$ cat src/io_space_pkg.sv
// package: address map, field masks, reset values and carriers of the i/o register decoder
package io_space_pkg;

	// address arithmetic between i/o numbering and data-space numbering
	localparam logic [7:0] IO_TO_DATA_OFFSET = 8'h20;
	localparam logic [7:0] BIT_OP_IO_LIMIT = 8'h20;
	localparam logic [7:0] IO_OP_LIMIT = 8'h40;
	localparam logic [7:0] DATA_IO_FIRST = 8'h20;
	localparam logic [7:0] EXT_IO_FIRST = 8'h60;
	localparam logic [7:0] EXT_IO_LAST = 8'hFF;

	// data-space addresses of the extended registers
	localparam logic [7:0] ADDR_PIN_CHANGE_IRQ_CONTROL = 8'h68;
	localparam logic [7:0] ADDR_EXTERNAL_IRQ_SENSE_CONTROL = 8'h69;
	localparam logic [7:0] ADDR_PIN_CHANGE_MASK_LOW = 8'h6B;
	localparam logic [7:0] ADDR_PIN_CHANGE_MASK_HIGH = 8'h6C;
	localparam logic [7:0] ADDR_COUNTER0_IRQ_MASK = 8'h6E;
	localparam logic [7:0] ADDR_COUNTER1_IRQ_MASK = 8'h6F;
	localparam logic [7:0] ADDR_ANALOG_PIN_DIGITAL_INPUT_OFF = 8'h7E;
	localparam logic [7:0] ADDR_COUNTER1_MODE_CONTROL = 8'h80;
	localparam logic [7:0] ADDR_COUNTER1_CLOCK_SELECT = 8'h81;
	localparam logic [7:0] ADDR_COUNTER1_CAPTURE_SOURCE = 8'h82;
	localparam logic [7:0] ADDR_COUNTER1_VALUE_LOW = 8'h84;
	localparam logic [7:0] ADDR_COUNTER1_VALUE_HIGH = 8'h85;
	localparam logic [7:0] ADDR_COUNTER1_COMPARE_A = 8'h88;
	localparam logic [7:0] ADDR_COUNTER1_COMPARE_B = 8'h89;

	// data-space addresses of the low i/o registers kept here
	localparam logic [7:0] ADDR_EVENT_FLAGS = 8'h3C;
	localparam logic [7:0] ADDR_SCRATCH_LOW = 8'h3E;
	localparam logic [7:0] ADDR_SCRATCH_MID = 8'h4A;

	// implemented bit positions; everything else is reserved
	localparam logic [7:0] MASK_PIN_CHANGE_IRQ_CONTROL = 8'h03;
	localparam logic [7:0] MASK_EXTERNAL_IRQ_SENSE_CONTROL = 8'h03;
	localparam logic [7:0] MASK_PIN_CHANGE_MASK_LOW = 8'h03;
	localparam logic [7:0] MASK_PIN_CHANGE_MASK_HIGH = 8'hFF;
	localparam logic [7:0] MASK_COUNTER_IRQ_MASK = 8'h0F;
	localparam logic [7:0] MASK_ANALOG_PIN_DIGITAL_INPUT_OFF = 8'h03;
	localparam logic [7:0] MASK_COUNTER1_MODE_CONTROL = 8'hF1;
	localparam logic [7:0] MASK_COUNTER1_CLOCK_SELECT = 8'h07;
	localparam logic [7:0] MASK_COUNTER1_CAPTURE_SOURCE = 8'h03;
	localparam logic [7:0] MASK_FULL_BYTE = 8'hFF;

	localparam logic [7:0] RESET_REG_VALUE = 8'h00;

	typedef enum logic [2:0] {
		io_read_op,
		io_write_op,
		set_single_bit_op,
		clear_single_bit_op,
		skip_if_bit_set_op,
		skip_if_bit_clear_op,
		memory_load_op,
		memory_save_op
	} access_op_e;

	typedef struct packed {
		logic valid;
		access_op_e op;
		logic [7:0] addr;
		logic [7:0] wdata;
		logic [2:0] bit_sel;
	} core_req_s;

	typedef struct packed {
		logic valid;
		logic [7:0] rdata;
		logic skip;
		logic error;
	} core_rsp_s;

	typedef struct packed {
		logic [7:0] pin_change_irq_control;
		logic [7:0] external_irq_sense_control;
		logic [7:0] pin_change_mask_low;
		logic [7:0] pin_change_mask_high;
		logic [7:0] counter0_irq_mask;
		logic [7:0] counter1_irq_mask;
		logic [7:0] analog_pin_digital_input_off;
		logic [7:0] counter1_mode_control;
		logic [7:0] counter1_clock_select;
		logic [7:0] counter1_capture_source;
		logic [7:0] counter1_value_low;
		logic [7:0] counter1_value_high;
		logic [7:0] counter1_compare_a;
		logic [7:0] counter1_compare_b;
		logic [7:0] event_flags;
		logic [7:0] scratch_low;
		logic [7:0] scratch_mid;
	} reg_bank_s;

endpackage

$ cat src/io_register_space_decoder.sv
// i/o register space decoder: access classes, address mapping and the register bank
//
// How it works
// - only i/o addresses 0x00-0x1F accept single-bit set, clear and skip tests
// - writing one clears a status flag; writing zero leaves it alone
// - single-bit set/clear rewrite the whole register, so set flags get cleared, except the flag that a clear targets
// - dedicated i/o read/write reach only i/o addresses 0x00-0x3F
// - i/o address plus 0x20 gives the data-space address
// - extended range 0x60-0xFF is reached only by memory load and save
`timescale 1ns/1ps

module io_register_space_decoder
	import io_space_pkg::*;
(
	input wire logic mclk,
	input wire logic srst,
	input wire core_req_s req,
	input wire logic [7:0] event_flag_set,
	output core_rsp_s rsp,
	output reg_bank_s regs
);

	typedef struct packed {
		core_rsp_s rsp;
		reg_bank_s regs;
	} state_s;

	state_s q;
	state_s next_q;

	// read a data-space address; reserved bits and addresses give zero
	function automatic logic [7:0] reg_read(input reg_bank_s b, input logic [7:0] a);
		logic [7:0] v;
		v = 8'h00;
		case (a)
			ADDR_PIN_CHANGE_IRQ_CONTROL: v = b.pin_change_irq_control & MASK_PIN_CHANGE_IRQ_CONTROL;
			ADDR_EXTERNAL_IRQ_SENSE_CONTROL: v = b.external_irq_sense_control & MASK_EXTERNAL_IRQ_SENSE_CONTROL;
			ADDR_PIN_CHANGE_MASK_LOW: v = b.pin_change_mask_low & MASK_PIN_CHANGE_MASK_LOW;
			ADDR_PIN_CHANGE_MASK_HIGH: v = b.pin_change_mask_high & MASK_PIN_CHANGE_MASK_HIGH;
			ADDR_COUNTER0_IRQ_MASK: v = b.counter0_irq_mask & MASK_COUNTER_IRQ_MASK;
			ADDR_COUNTER1_IRQ_MASK: v = b.counter1_irq_mask & MASK_COUNTER_IRQ_MASK;
			ADDR_ANALOG_PIN_DIGITAL_INPUT_OFF: v = b.analog_pin_digital_input_off & MASK_ANALOG_PIN_DIGITAL_INPUT_OFF;
			ADDR_COUNTER1_MODE_CONTROL: v = b.counter1_mode_control & MASK_COUNTER1_MODE_CONTROL;
			ADDR_COUNTER1_CLOCK_SELECT: v = b.counter1_clock_select & MASK_COUNTER1_CLOCK_SELECT;
			ADDR_COUNTER1_CAPTURE_SOURCE: v = b.counter1_capture_source & MASK_COUNTER1_CAPTURE_SOURCE;
			ADDR_COUNTER1_VALUE_LOW: v = b.counter1_value_low;
			ADDR_COUNTER1_VALUE_HIGH: v = b.counter1_value_high;
			ADDR_COUNTER1_COMPARE_A: v = b.counter1_compare_a;
			ADDR_COUNTER1_COMPARE_B: v = b.counter1_compare_b;
			ADDR_EVENT_FLAGS: v = b.event_flags;
			ADDR_SCRATCH_LOW: v = b.scratch_low;
			ADDR_SCRATCH_MID: v = b.scratch_mid;
			default: v = 8'h00;
		endcase
		return v;
	endfunction

	// write a whole byte; only implemented bits are stored
	function automatic reg_bank_s reg_write(input reg_bank_s b, input logic [7:0] a, input logic [7:0] v);
		reg_bank_s n;
		n = b;
		case (a)
			ADDR_PIN_CHANGE_IRQ_CONTROL: n.pin_change_irq_control = v & MASK_PIN_CHANGE_IRQ_CONTROL;
			ADDR_EXTERNAL_IRQ_SENSE_CONTROL: n.external_irq_sense_control = v & MASK_EXTERNAL_IRQ_SENSE_CONTROL;
			ADDR_PIN_CHANGE_MASK_LOW: n.pin_change_mask_low = v & MASK_PIN_CHANGE_MASK_LOW;
			ADDR_PIN_CHANGE_MASK_HIGH: n.pin_change_mask_high = v & MASK_PIN_CHANGE_MASK_HIGH;
			ADDR_COUNTER0_IRQ_MASK: n.counter0_irq_mask = v & MASK_COUNTER_IRQ_MASK;
			ADDR_COUNTER1_IRQ_MASK: n.counter1_irq_mask = v & MASK_COUNTER_IRQ_MASK;
			ADDR_ANALOG_PIN_DIGITAL_INPUT_OFF: n.analog_pin_digital_input_off = v & MASK_ANALOG_PIN_DIGITAL_INPUT_OFF;
			ADDR_COUNTER1_MODE_CONTROL: n.counter1_mode_control = v & MASK_COUNTER1_MODE_CONTROL;
			ADDR_COUNTER1_CLOCK_SELECT: n.counter1_clock_select = v & MASK_COUNTER1_CLOCK_SELECT;
			ADDR_COUNTER1_CAPTURE_SOURCE: n.counter1_capture_source = v & MASK_COUNTER1_CAPTURE_SOURCE;
			ADDR_COUNTER1_VALUE_LOW: n.counter1_value_low = v & MASK_FULL_BYTE;
			ADDR_COUNTER1_VALUE_HIGH: n.counter1_value_high = v & MASK_FULL_BYTE;
			ADDR_COUNTER1_COMPARE_A: n.counter1_compare_a = v & MASK_FULL_BYTE;
			ADDR_COUNTER1_COMPARE_B: n.counter1_compare_b = v & MASK_FULL_BYTE;
			ADDR_EVENT_FLAGS: n.event_flags = b.event_flags & ~v;
			ADDR_SCRATCH_LOW: n.scratch_low = v;
			ADDR_SCRATCH_MID: n.scratch_mid = v;
			default: n = b;
		endcase
		return n;
	endfunction

	// decode the access class, then do the access in the same cycle
	always_comb
	begin
		logic legal;
		logic [7:0] daddr;
		logic [7:0] cur;
		logic [7:0] bit_mask;
		legal = 1'b0;
		daddr = 8'h00;
		cur = 8'h00;
		bit_mask = 8'h01 << req.bit_sel;
		next_q = q;
		next_q.rsp = '0;
		if (req.valid)
		begin
			case (req.op)
				io_read_op, io_write_op:
				begin
					legal = req.addr < IO_OP_LIMIT;
					daddr = req.addr + IO_TO_DATA_OFFSET;
				end
				set_single_bit_op, clear_single_bit_op, skip_if_bit_set_op, skip_if_bit_clear_op:
				begin
					legal = req.addr < BIT_OP_IO_LIMIT;
					daddr = req.addr + IO_TO_DATA_OFFSET;
				end
				memory_load_op, memory_save_op:
				begin
					// whole 0x20..0xFF, so the extended range is open here only
					legal = req.addr >= DATA_IO_FIRST;
					daddr = req.addr;
				end
				default:
				begin
					legal = 1'b0;
					daddr = 8'h00;
				end
			endcase
			cur = reg_read(q.regs, daddr);
			next_q.rsp.valid = 1'b1;
			next_q.rsp.error = ~legal;
			if (legal)
			begin
				case (req.op)
					io_read_op, memory_load_op:
						next_q.rsp.rdata = cur;
					io_write_op, memory_save_op:
						next_q.regs = reg_write(q.regs, daddr, req.wdata);
					// whole byte written back: any set flag sees a one and clears
					set_single_bit_op:
						next_q.regs = reg_write(q.regs, daddr, cur | bit_mask);
					clear_single_bit_op:
						next_q.regs = reg_write(q.regs, daddr, cur & ~bit_mask);
					skip_if_bit_set_op:
					begin
						next_q.rsp.rdata = cur;
						next_q.rsp.skip = |(cur & bit_mask);
					end
					skip_if_bit_clear_op:
					begin
						next_q.rsp.rdata = cur;
						next_q.rsp.skip = ~|(cur & bit_mask);
					end
					default:
						next_q.rsp.rdata = 8'h00;
				endcase
			end
		end
		// events applied last so a set in the clear cycle wins
		next_q.regs.event_flags = next_q.regs.event_flags | event_flag_set;
	end

	// state register; all registers clear to their reset value
	always_ff @(posedge mclk)
	begin
		if (srst)
		begin
			q.rsp <= '0;
			q.regs <= {17{RESET_REG_VALUE}};
		end
		else
		begin
			q <= next_q;
		end
	end

	assign rsp = q.rsp;
	assign regs = q.regs;

endmodule // io_register_space_decoder

$ cat config.mk
export PLATFORM = sky130hd
export DESIGN_NAME = io_register_space_decoder
export DESIGN_NICKNAME = d
export VERILOG_FILES = /design/src/io_space_pkg.sv /design/src/io_register_space_decoder.sv
export SDC_FILE = /design/constraint.sdc
export NUM_CORES = 1
export LEC_CHECK = 0
export BUFFER_PORTS_ARGS = -buffer_cell sky130_fd_sc_hd__buf_4
export CAP_MARGIN = 20
export CORE_MARGIN = 3
export CORE_UTILIZATION = 38
export DETAILED_ROUTE_END_ITERATION = 6
export HOLD_SLACK_MARGIN = 0.12
export SYNTH_ARGS = -nofsm -noshare
export SYNTH_HDL_FRONTEND = slang
export SYNTH_SLANG_ARGS = --single-unit
export TNS_END_PERCENT = 50
$ cat constraint.sdc
create_clock -name mclk -period 3.5 [get_ports mclk]
set_clock_uncertainty 0.05 [all_clocks]
set_input_delay 0.525 -clock mclk [delete_from_list [all_inputs] [get_ports mclk]]
set_output_delay 0.525 -clock mclk [all_outputs]
set_load 0.01 [all_outputs]
# After elaboration in Yosys (flattened, before gate mapping)
# Index checks and enable logic that the tools add are counted.
# word_totals
word_cells,204
out_inout_bits,147
input_bits,33
ff_bits,147
# classes
n_reduce_logical,29
mux,63
addsub,1
order_cmp,3
shift,1
n_eq_ne,72
bitwise,14
# op_table
operator,n
two-way mux 8 bit,54
case mux 136 bit (3 select lines),1
two-way mux 147 bit,1
two-way mux 136 bit,1
case mux 8 bit (17 select lines),1
AND reduction 6 bit,16
"inequality test 2 bit, second input constant",33
"== test 8 x 7 -> 1 bit, second input constant",8
"== test 8 bit, second input constant",7
bitwise AND 8 bit,5
NOT 8 bit,4
"inequality test 2 x 1 -> 1 bit, second input constant",15
"== test 8 x 6 -> 1 bit, second input constant",2
bitwise OR 8 bit,2
case mux 8 bit (2 select lines),1
"== test 3 bit, second input constant",4
OR reduction 4 bit,3
two-way mux 9 bit,1
"adder 8 x 6 -> 8 bit, second input constant",1
">= comparator 8 x 6 -> 1 bit, second input constant",1
"less-than comparator 8 x 6 -> 1 bit, second input constant",1
"less-than comparator 8 x 7 -> 1 bit, second input constant",1
OR reduction 2 bit,4
OR reduction 8 bit,1
other kinds (12),15

# Longest topological paths before layout
# Gate-level depths: netlist (run 1).
# logic_depth
depth_word,15
ltp_mapped,13
ltp_nobuf,10

# Worst setup path before layout (run 1)
# Ideal clock, no wire load.
# synth_path
path_type,input to register
from,input req[17] in the netlist's numbering
to,register rsp[1] (netlist name)
setup_slack_ps,513
setup_time_ps,123
stages,10
t_arrival_ps,2814
required_time_ps,3327
path_cell_list,inv_1 -> ha_1 -> clkbuf_1 -> or4b_4 -> a21o_1 -> o311a_1 -> a221oi_2 -> a211o_1 -> nand4b_1 -> mux2_1
# synth_between
elab_chain_cells,10
elab_cells_between_ends,33
# synth_lines
element,line,rtl
start: declaration,io_register_space_decoder.sv:17,"input wire core_req_s req,"
adder 8 x 6 -> 8 bit,"io_register_space_decoder.sv:104, io_register_space_decoder.sv:109",
case mux 8 bit (2 select lines),io_register_space_decoder.sv:100,case (req.op)
two-way mux 8 bit,io_register_space_decoder.sv:98,if (req.valid)
== test 8 x 7 -> 1 bit (tied with other cells),io_register_space_decoder.sv:35,case (a)
case mux 8 bit (17 select lines),io_register_space_decoder.sv:35,
two-way mux 8 bit,io_register_space_decoder.sv:98,
bitwise AND 8 bit,"io_register_space_decoder.sv:141, io_register_space_decoder.sv:146",
OR reduction 8 bit,"io_register_space_decoder.sv:141, io_register_space_decoder.sv:146",
zero test 1 bit,io_register_space_decoder.sv:146,next_q.rsp.skip = ~|(cur & bit_mask);
case mux 1 bit (2 select lines),io_register_space_decoder.sv:128,case (req.op)
# Several ways; a longest one is shown, not always the timed one. The select of a mux whose other input is x is not followed.
# A chain may end at the register's enable or synchronous reset.

# Worst setup path after layout (run 1)
# layout_path
from,input req[16] in the netlist's numbering
to,register regs[47] (netlist name)
# layout_between
elab_chain_cells,9
elab_cells_between_ends,36
# layout_lines
element,line,rtl
adder 8 x 6 -> 8 bit,"io_register_space_decoder.sv:104, io_register_space_decoder.sv:109",
case mux 8 bit (2 select lines),io_register_space_decoder.sv:100,
two-way mux 8 bit,io_register_space_decoder.sv:98,
== test 8 x 7 -> 1 bit (tied with other cells),io_register_space_decoder.sv:35,
case mux 8 bit (17 select lines),io_register_space_decoder.sv:35,
two-way mux 8 bit,io_register_space_decoder.sv:98,
bitwise AND 8 bit / bitwise OR 8 bit (equally long branches),"io_register_space_decoder.sv:137, io_register_space_decoder.sv:135",
two-way mux 8 bit,io_register_space_decoder.sv:62,case (a)
case mux 136 bit (3 select lines),io_register_space_decoder.sv:128,
# Several ways; a longest one is shown, not always the timed one. The select of a mux whose other input is x is not followed.

==> results of run 1 <==
[sequential cells by signal, indices dropped and copies added (netlist names)]
register,count
regs,90
rsp,11
[through the flow]
| step | hold slack [ns] | setup TNS (ns) | util (%) | setup WS, ns | cell area, µm² |
|---|---|---|---|---|---|
| finish | 0.357 | 0 | 49.9 | 0.224 | 7090 |
| global route | 0.355 | 0 | 49.9 | 0.00777 | 7090 |
| CTS | 0.352 | 0 | 49.9 | 0.271 | 7090 |
| detailed placement | 0.454 | -0.792 | 47.9 | -0.0921 | 6800 |
| global placement | 0.451 | -0.0912 | 47.9 | -0.0175 | 6800 |
| floorplan | 0.469 | 0 | - | 0.513 | 5810 |
[cell type report]
| cell class | count | area, µm² | share of cell area (%) |
|---|---|---|---|
| inverter | 11 | 41.3 | 0.582 |
| multi-input combinational | 507 | 3200 | 45.2 |
| timing repair buffer | 171 | 1310 | 18.4 |
| clock inverter | 5 | 60.1 | 0.847 |
| tap | 180 | 225 | 3.17 |
| clock buffer | 11 | 233 | 3.28 |
| sequential | 101 | 2020 | 28.5 |
[where the power goes]
part / total [W] / internal, W / leakage, nW / switching [W]
Sequential: 0.00117 / 0.00116 / 0.816 / 0.0000102
Clock: 0.00102 / 0.000559 / 0.145 / 0.000458
Combinational: 0.000333 / 0.000116 / 1.82 / 0.000217
[logic make-up after synthesis]
group | count (synthesis) | share of synthesized area [%]
compound gates | 178 | 24.0
flops | 101 | 35.8
xor+xnor | 3 | 0.466
fa+ha+maj | 3 | 0.621
mux | 35 | 6.90
buf+inv | 102 | 10.4
simple gates | 242 | 21.7
other cells | 1 | 0.0665
[worst min-delay path by stage]
stage	slack, ns	startpoint	to
CTS	0.35	event_flag_set[0]	regs[16]$_SDFF_PP0_
floorplan	0.47	regs[20]$_SDFF_PP0_	regs[20]$_SDFF_PP0_
detailed placement	0.45	regs[20]$_SDFF_PP0_	regs[20]$_SDFF_PP0_
global route	0.35	event_flag_set[0]	regs[16]$_SDFF_PP0_
finish	0.36	event_flag_set[0]	regs[16]$_SDFF_PP0_
global placement	0.45	regs[40]$_SDFFE_PP0P_	regs[40]$_SDFFE_PP0P_
[synthesized netlist by cell type (5+ instances only)]
library cell / number
nor2_1: 119
nor3_1: 15
and3_1: 10
nor3_2: 6
clkbuf_1: 23
nand3_1: 14
buf_2: 20
mux2_2: 10
a2111oi_0: 5
a22oi_1: 12
nand2b_1: 6
o21ai_0: 8
dfxtp_1: 101
nor2b_1: 6
nor4_1: 7
nand2_1: 21
a21oi_1: 21
mux2i_1: 22
inv_1: 11
a211oi_1: 85
nor3b_1: 6
buf_4: 46
[per-layer routing]
layer / track usage, % / wire length, µm / share of wire, % / up-vias
met5: 0 / 0 / 0 / -
met4: 8.30 / 418 / 2.0 / 0
met3: 4.88 / 1390 / 6.7 / 26
met2: 37.6 / 9670 / 47 / 244
met1: 34.7 / 9280 / 45 / 2713
li1: - / - / - / 2651
==> out/results.txt, run 1 <==
most frequent cells in the layout: 169 x buf_4, 119 x nor2_1, 101 x dfxtp_1
diode count: 0
distinct cell type count after synthesis: 73
unrepaired setup endpoints after global routing: no
CTS tree: built
main flop type after synthesis: dfxtp_1
post-layout min period: 3.28 ns
worst skew pair latency: 0.35 ns
flop2flop setup slack: 0.70 ns
Max Clock Freq: 305 MHz
worst-path fanout max: 10
post-synth top area cell: dfxtp_1
Total Power: 0.00252 W
drt total wl: 20,800 µm
drt drc: 0
Worst Setup Start Kind: input port
DR vias/cell: 5.71
origin of the critical flop-to-flop path: regs[28]$_SDFFE_PP0P_
Mapped Cells: 665
most common cell after layout, fill and taps aside: buf_4
TritonCTS Buffers: 9
post-synth top area share: 35.8%
DRT Pass-1 Iters: 5
Crit path arrival time: 3.44 ns
maxcap violations: 0
Die Y: 128 µm
post-CTS setup buffer count: 0
Worst Tran Pin Value: 0.806 ns
critical-path cell list: buf_4, ha_1, xor2_1, o22a_1, nor2_1, a221oi_1, a31oi_1, a22oi_1, buf_4, a211oi_1
Worst Path Required: 3.66 ns
total congestion overflow: 0
Critical R2R Capture: regs[28]$_SDFFE_PP0P_
largest net degree at the start of global routing: 55
I/O Buffers: 133
async set-reset flop share out of synthesis: 0%
Core Rows: 43
final std cells w/o fill: 986
count of pins over their slew limit: 0
initial antenna violation count: 0
area of the core: 14,200 µm²
full die area: 16,300 µm²
status: finished clean
Largest stage delay, worst path: 0.61 ns
Crit path depth: 10
CTS Buffer Depth: 2
Final HPWL DP: 15,600 µm
WS Path Type: input port to flop
area delta synth->final: 25.8%
family with the most delay on the worst path: compound AO/OA/AOI/OAI gates
Critical Path End: regs[47]$_SDFFE_PP0P_
Ys Warns: 0
vias in the first global route: 5,184
CP endpoint kind: flop
syn_area_per_cell: 8.48 µm²
Critical-path top delay cell: a221oi_1
PwrDens: 355 nW/µm²
placed cells: 970
Total Routing Usage GR: 24.6%
CP bufs+invs: 2
Post-synth EDFFs: 0
Vias: 5,634
nets: 836
die width: 128 µm
root buffer cell: clkbuf_16
Top Ports: 180
CTS Sinks: 101
sequential area share after synthesis: 35.8%
Starting Density: 39.7%
fin crit share: 93.6%
Post-Syn Area: 5640 µm²
CP dominant cell by count: buf_4
Yosys reg bits: 101
slew margin rel.: 44.9%
Worst-path clk slew: 0.07 ns
Worst Hold Depth: 2
Worst Hold Class: input port to flop
initial detailed-routing violation count: 503
final setup fails: 0
wire length of the first global-routing pass: 30,900 µm
Critical Path Start: req[16]
post-DR wirelength/cell: 21.1 µm
Pleak: 2.78 nW
Hold Buf Count CTS: 0
Final GP Congestion: 0.928
post-CTS resize count: 0
Fill cells: 1,381
H-tree levels: 3
endpoints failing hold: 0
Routed Antenna Nets: 0
synth top area cells: dfxtp_1 36%, a211oi_1 11%, nor2_1 7.9%
cells on worst reg2reg path: 9
Worst IR Drop VDD: 0.281 mV
fraction of layout cells with a size suffix above 1: 27.3%
Power figures use the tool's default switching activity.
==> inputs of run 2 (changes only) <==
Settings changed: CTS_BUF_LIST set to sky130_fd_sc_hd__clkbuf_4 sky130_fd_sc_hd__clkbuf_8, REMOVE_ABC_BUFFERS set to 1, TNS_END_PERCENT 50 to 10.
==> run 2 against run 1 <==
Compared with the run above: first-iteration DRC count down 8.2%; worst setup slack improved by 0.17 ns; highest routed layer unchanged; die area is the same; largest power group unchanged; critical endpoint is now regs[12]$_SDFFE_PP0P_; count of clock-buffer cells in the layout shrank 1.
==> out/results.txt, run 2 (synthesis results as in run 1) <==
Total Routing Usage GR: 23.4%
Die Y: 128 µm
count of pins over their slew limit: 0
slew margin rel.: 43.5%
die width: 128 µm
origin of the critical flop-to-flop path: regs[28]$_SDFFE_PP0P_
Vias: 5,541
most frequent cells in the layout: 173 x buf_4, 119 x nor2_1, 101 x dfxtp_1
Critical R2R Capture: regs[12]$_SDFFE_PP0P_
diode count: 0
Max Clock Freq: 322 MHz
fraction of layout cells with a size suffix above 1: 27.8%
Final HPWL DP: 15,000 µm
area delta synth->final: 25.1%
drt total wl: 19,600 µm
area of the core: 14,200 µm²
CP endpoint kind: flop
Worst-path clk slew: 0.10 ns
Final GP Congestion: 0.900
initial detailed-routing violation count: 462
largest net degree at the start of global routing: 73
Pleak: 2.78 nW
Hold Worst Slack: 0.307 ns
worst skew pair latency: 0.40 ns
cells on worst reg2reg path: 7
full die area: 16,300 µm²
CTS Buffer Depth: 2
initial antenna violation count: 0
I/O Buffers: 133
Starting Density: 39.7%
most common cell after layout, fill and taps aside: buf_4
worst-path fanout max: 10
total congestion overflow: 0
Largest stage delay, worst path: 0.69 ns
Total Power: 0.00236 W
Worst Setup Start Kind: input port
Critical-path top delay cell: a22oi_1
post-DR wirelength/cell: 19.8 µm
Core Util, Final: 49.7%
CTS tree: built
CP dominant cell by count: a211oi_1
final worst setup slack: 0.398 ns
critical-path cell list: buf_4, ha_1, xor2_1, o22a_1, a21oi_1, a211oi_1, mux2i_1, a22oi_1, a211oi_1
Top Ports: 180
Crit path arrival time: 3.28 ns
Worst Hold Class: input port to flop
final setup fails: 0
WS Path Type: input port to flop
drt drc: 0
Routed Antenna Nets: 0
endpoints failing hold: 0
TritonCTS Buffers: 9
DR vias/cell: 5.60
Post-Route Setup TNS: 0 ns
Hold Buf Count CTS: 0
post-place setup slack: 0.00241 ns
nets: 840
Worst Tran Pin Value: 0.848 ns
H-tree levels: 3
unrepaired setup endpoints after global routing: no
flop2flop setup slack: 0.67 ns
HP Start: event_flag_set[0]
CTS Sinks: 101
post-CTS resize count: 0
post-layout min period: 3.10 ns
wire length of the first global-routing pass: 30,000 µm
Largest Register: regs
Worst IR Drop VDD: 0.252 mV
maxcap violations: 0
top flop regs: regs x90, rsp x11
PwrDens: 334 nW/µm²
status: finished clean
DRT Pass-1 Iters: 5
Worst Path Required: 3.68 ns
end of the worst hold path: regs[16]$_SDFF_PP0_
post-CTS setup buffer count: 0
Worst Hold Depth: 2
vias in the first global route: 5,276
max reg flops: 90
Core Rows: 43
fin crit share: 88.6%
root buffer cell: clkbuf_8
==> run 2: metrics by stage <==
stage	instances	cell area (µm²)
6_report	990	7060
5_1_grt	990	7060
4_1_cts	990	7060
3_5_place_dp	974	6830
3_3_place_gp	974	6830
2_1_floorplan	619	5260
==> run 2: routing by layer <==
metal	global-route usage, %	vias to the layer above	share of wire (%)
li1	-	2657	-
met1	32.2	2622	46
met2	37.3	235	46
met3	5.38	27	7.0
met4	5.43	0	1.5
met5	0	-	0
==> run 2: final cells by class <==
class	instances	area, µm²
repair buffers	175	1340
well taps	180	225
inverters	11	41.3
clock buffers	10	138
multi-input cells	507	3200
fillers	1378	7150
flip-flops and latches	101	2020
clock inverters	6	93.8
==> run 2: critical path: cells and delay by family <==
kind                       cells  cell delay (ns)
buffers and inverters          1             0.15
AOI/OAI and AO/OA              5             1.77
adders and majority gates      1             0.23
muxes                          1             0.20
xor gates and xnor gates       1             0.42
==> run 2: worst max path at each step <==
stage | start | endpoint | slack [ns]
floorplan | req[16] | regs[9]$_SDFFE_PP0P_ | 0.38
global placement | req[16] | regs[45]$_SDFFE_PP0P_ | 0.12
detailed placement | req[16] | regs[45]$_SDFFE_PP0P_ | 0.002
CTS | req[16] | regs[45]$_SDFFE_PP0P_ | 0.42
global route | req[16] | regs[53]$_SDFFE_PP0P_ | 0.03
finish | req[16] | regs[12]$_SDFFE_PP0P_ | 0.40
==> run 2: report_power, final <==
part	total, W	internal [W]	switching, W	leakage [nW]
Clock	0.000870	0.000430	0.000440	0.119
Combinational	0.000322	0.000111	0.000211	1.84
Sequential	0.00117	0.00116	0.00000835	0.816
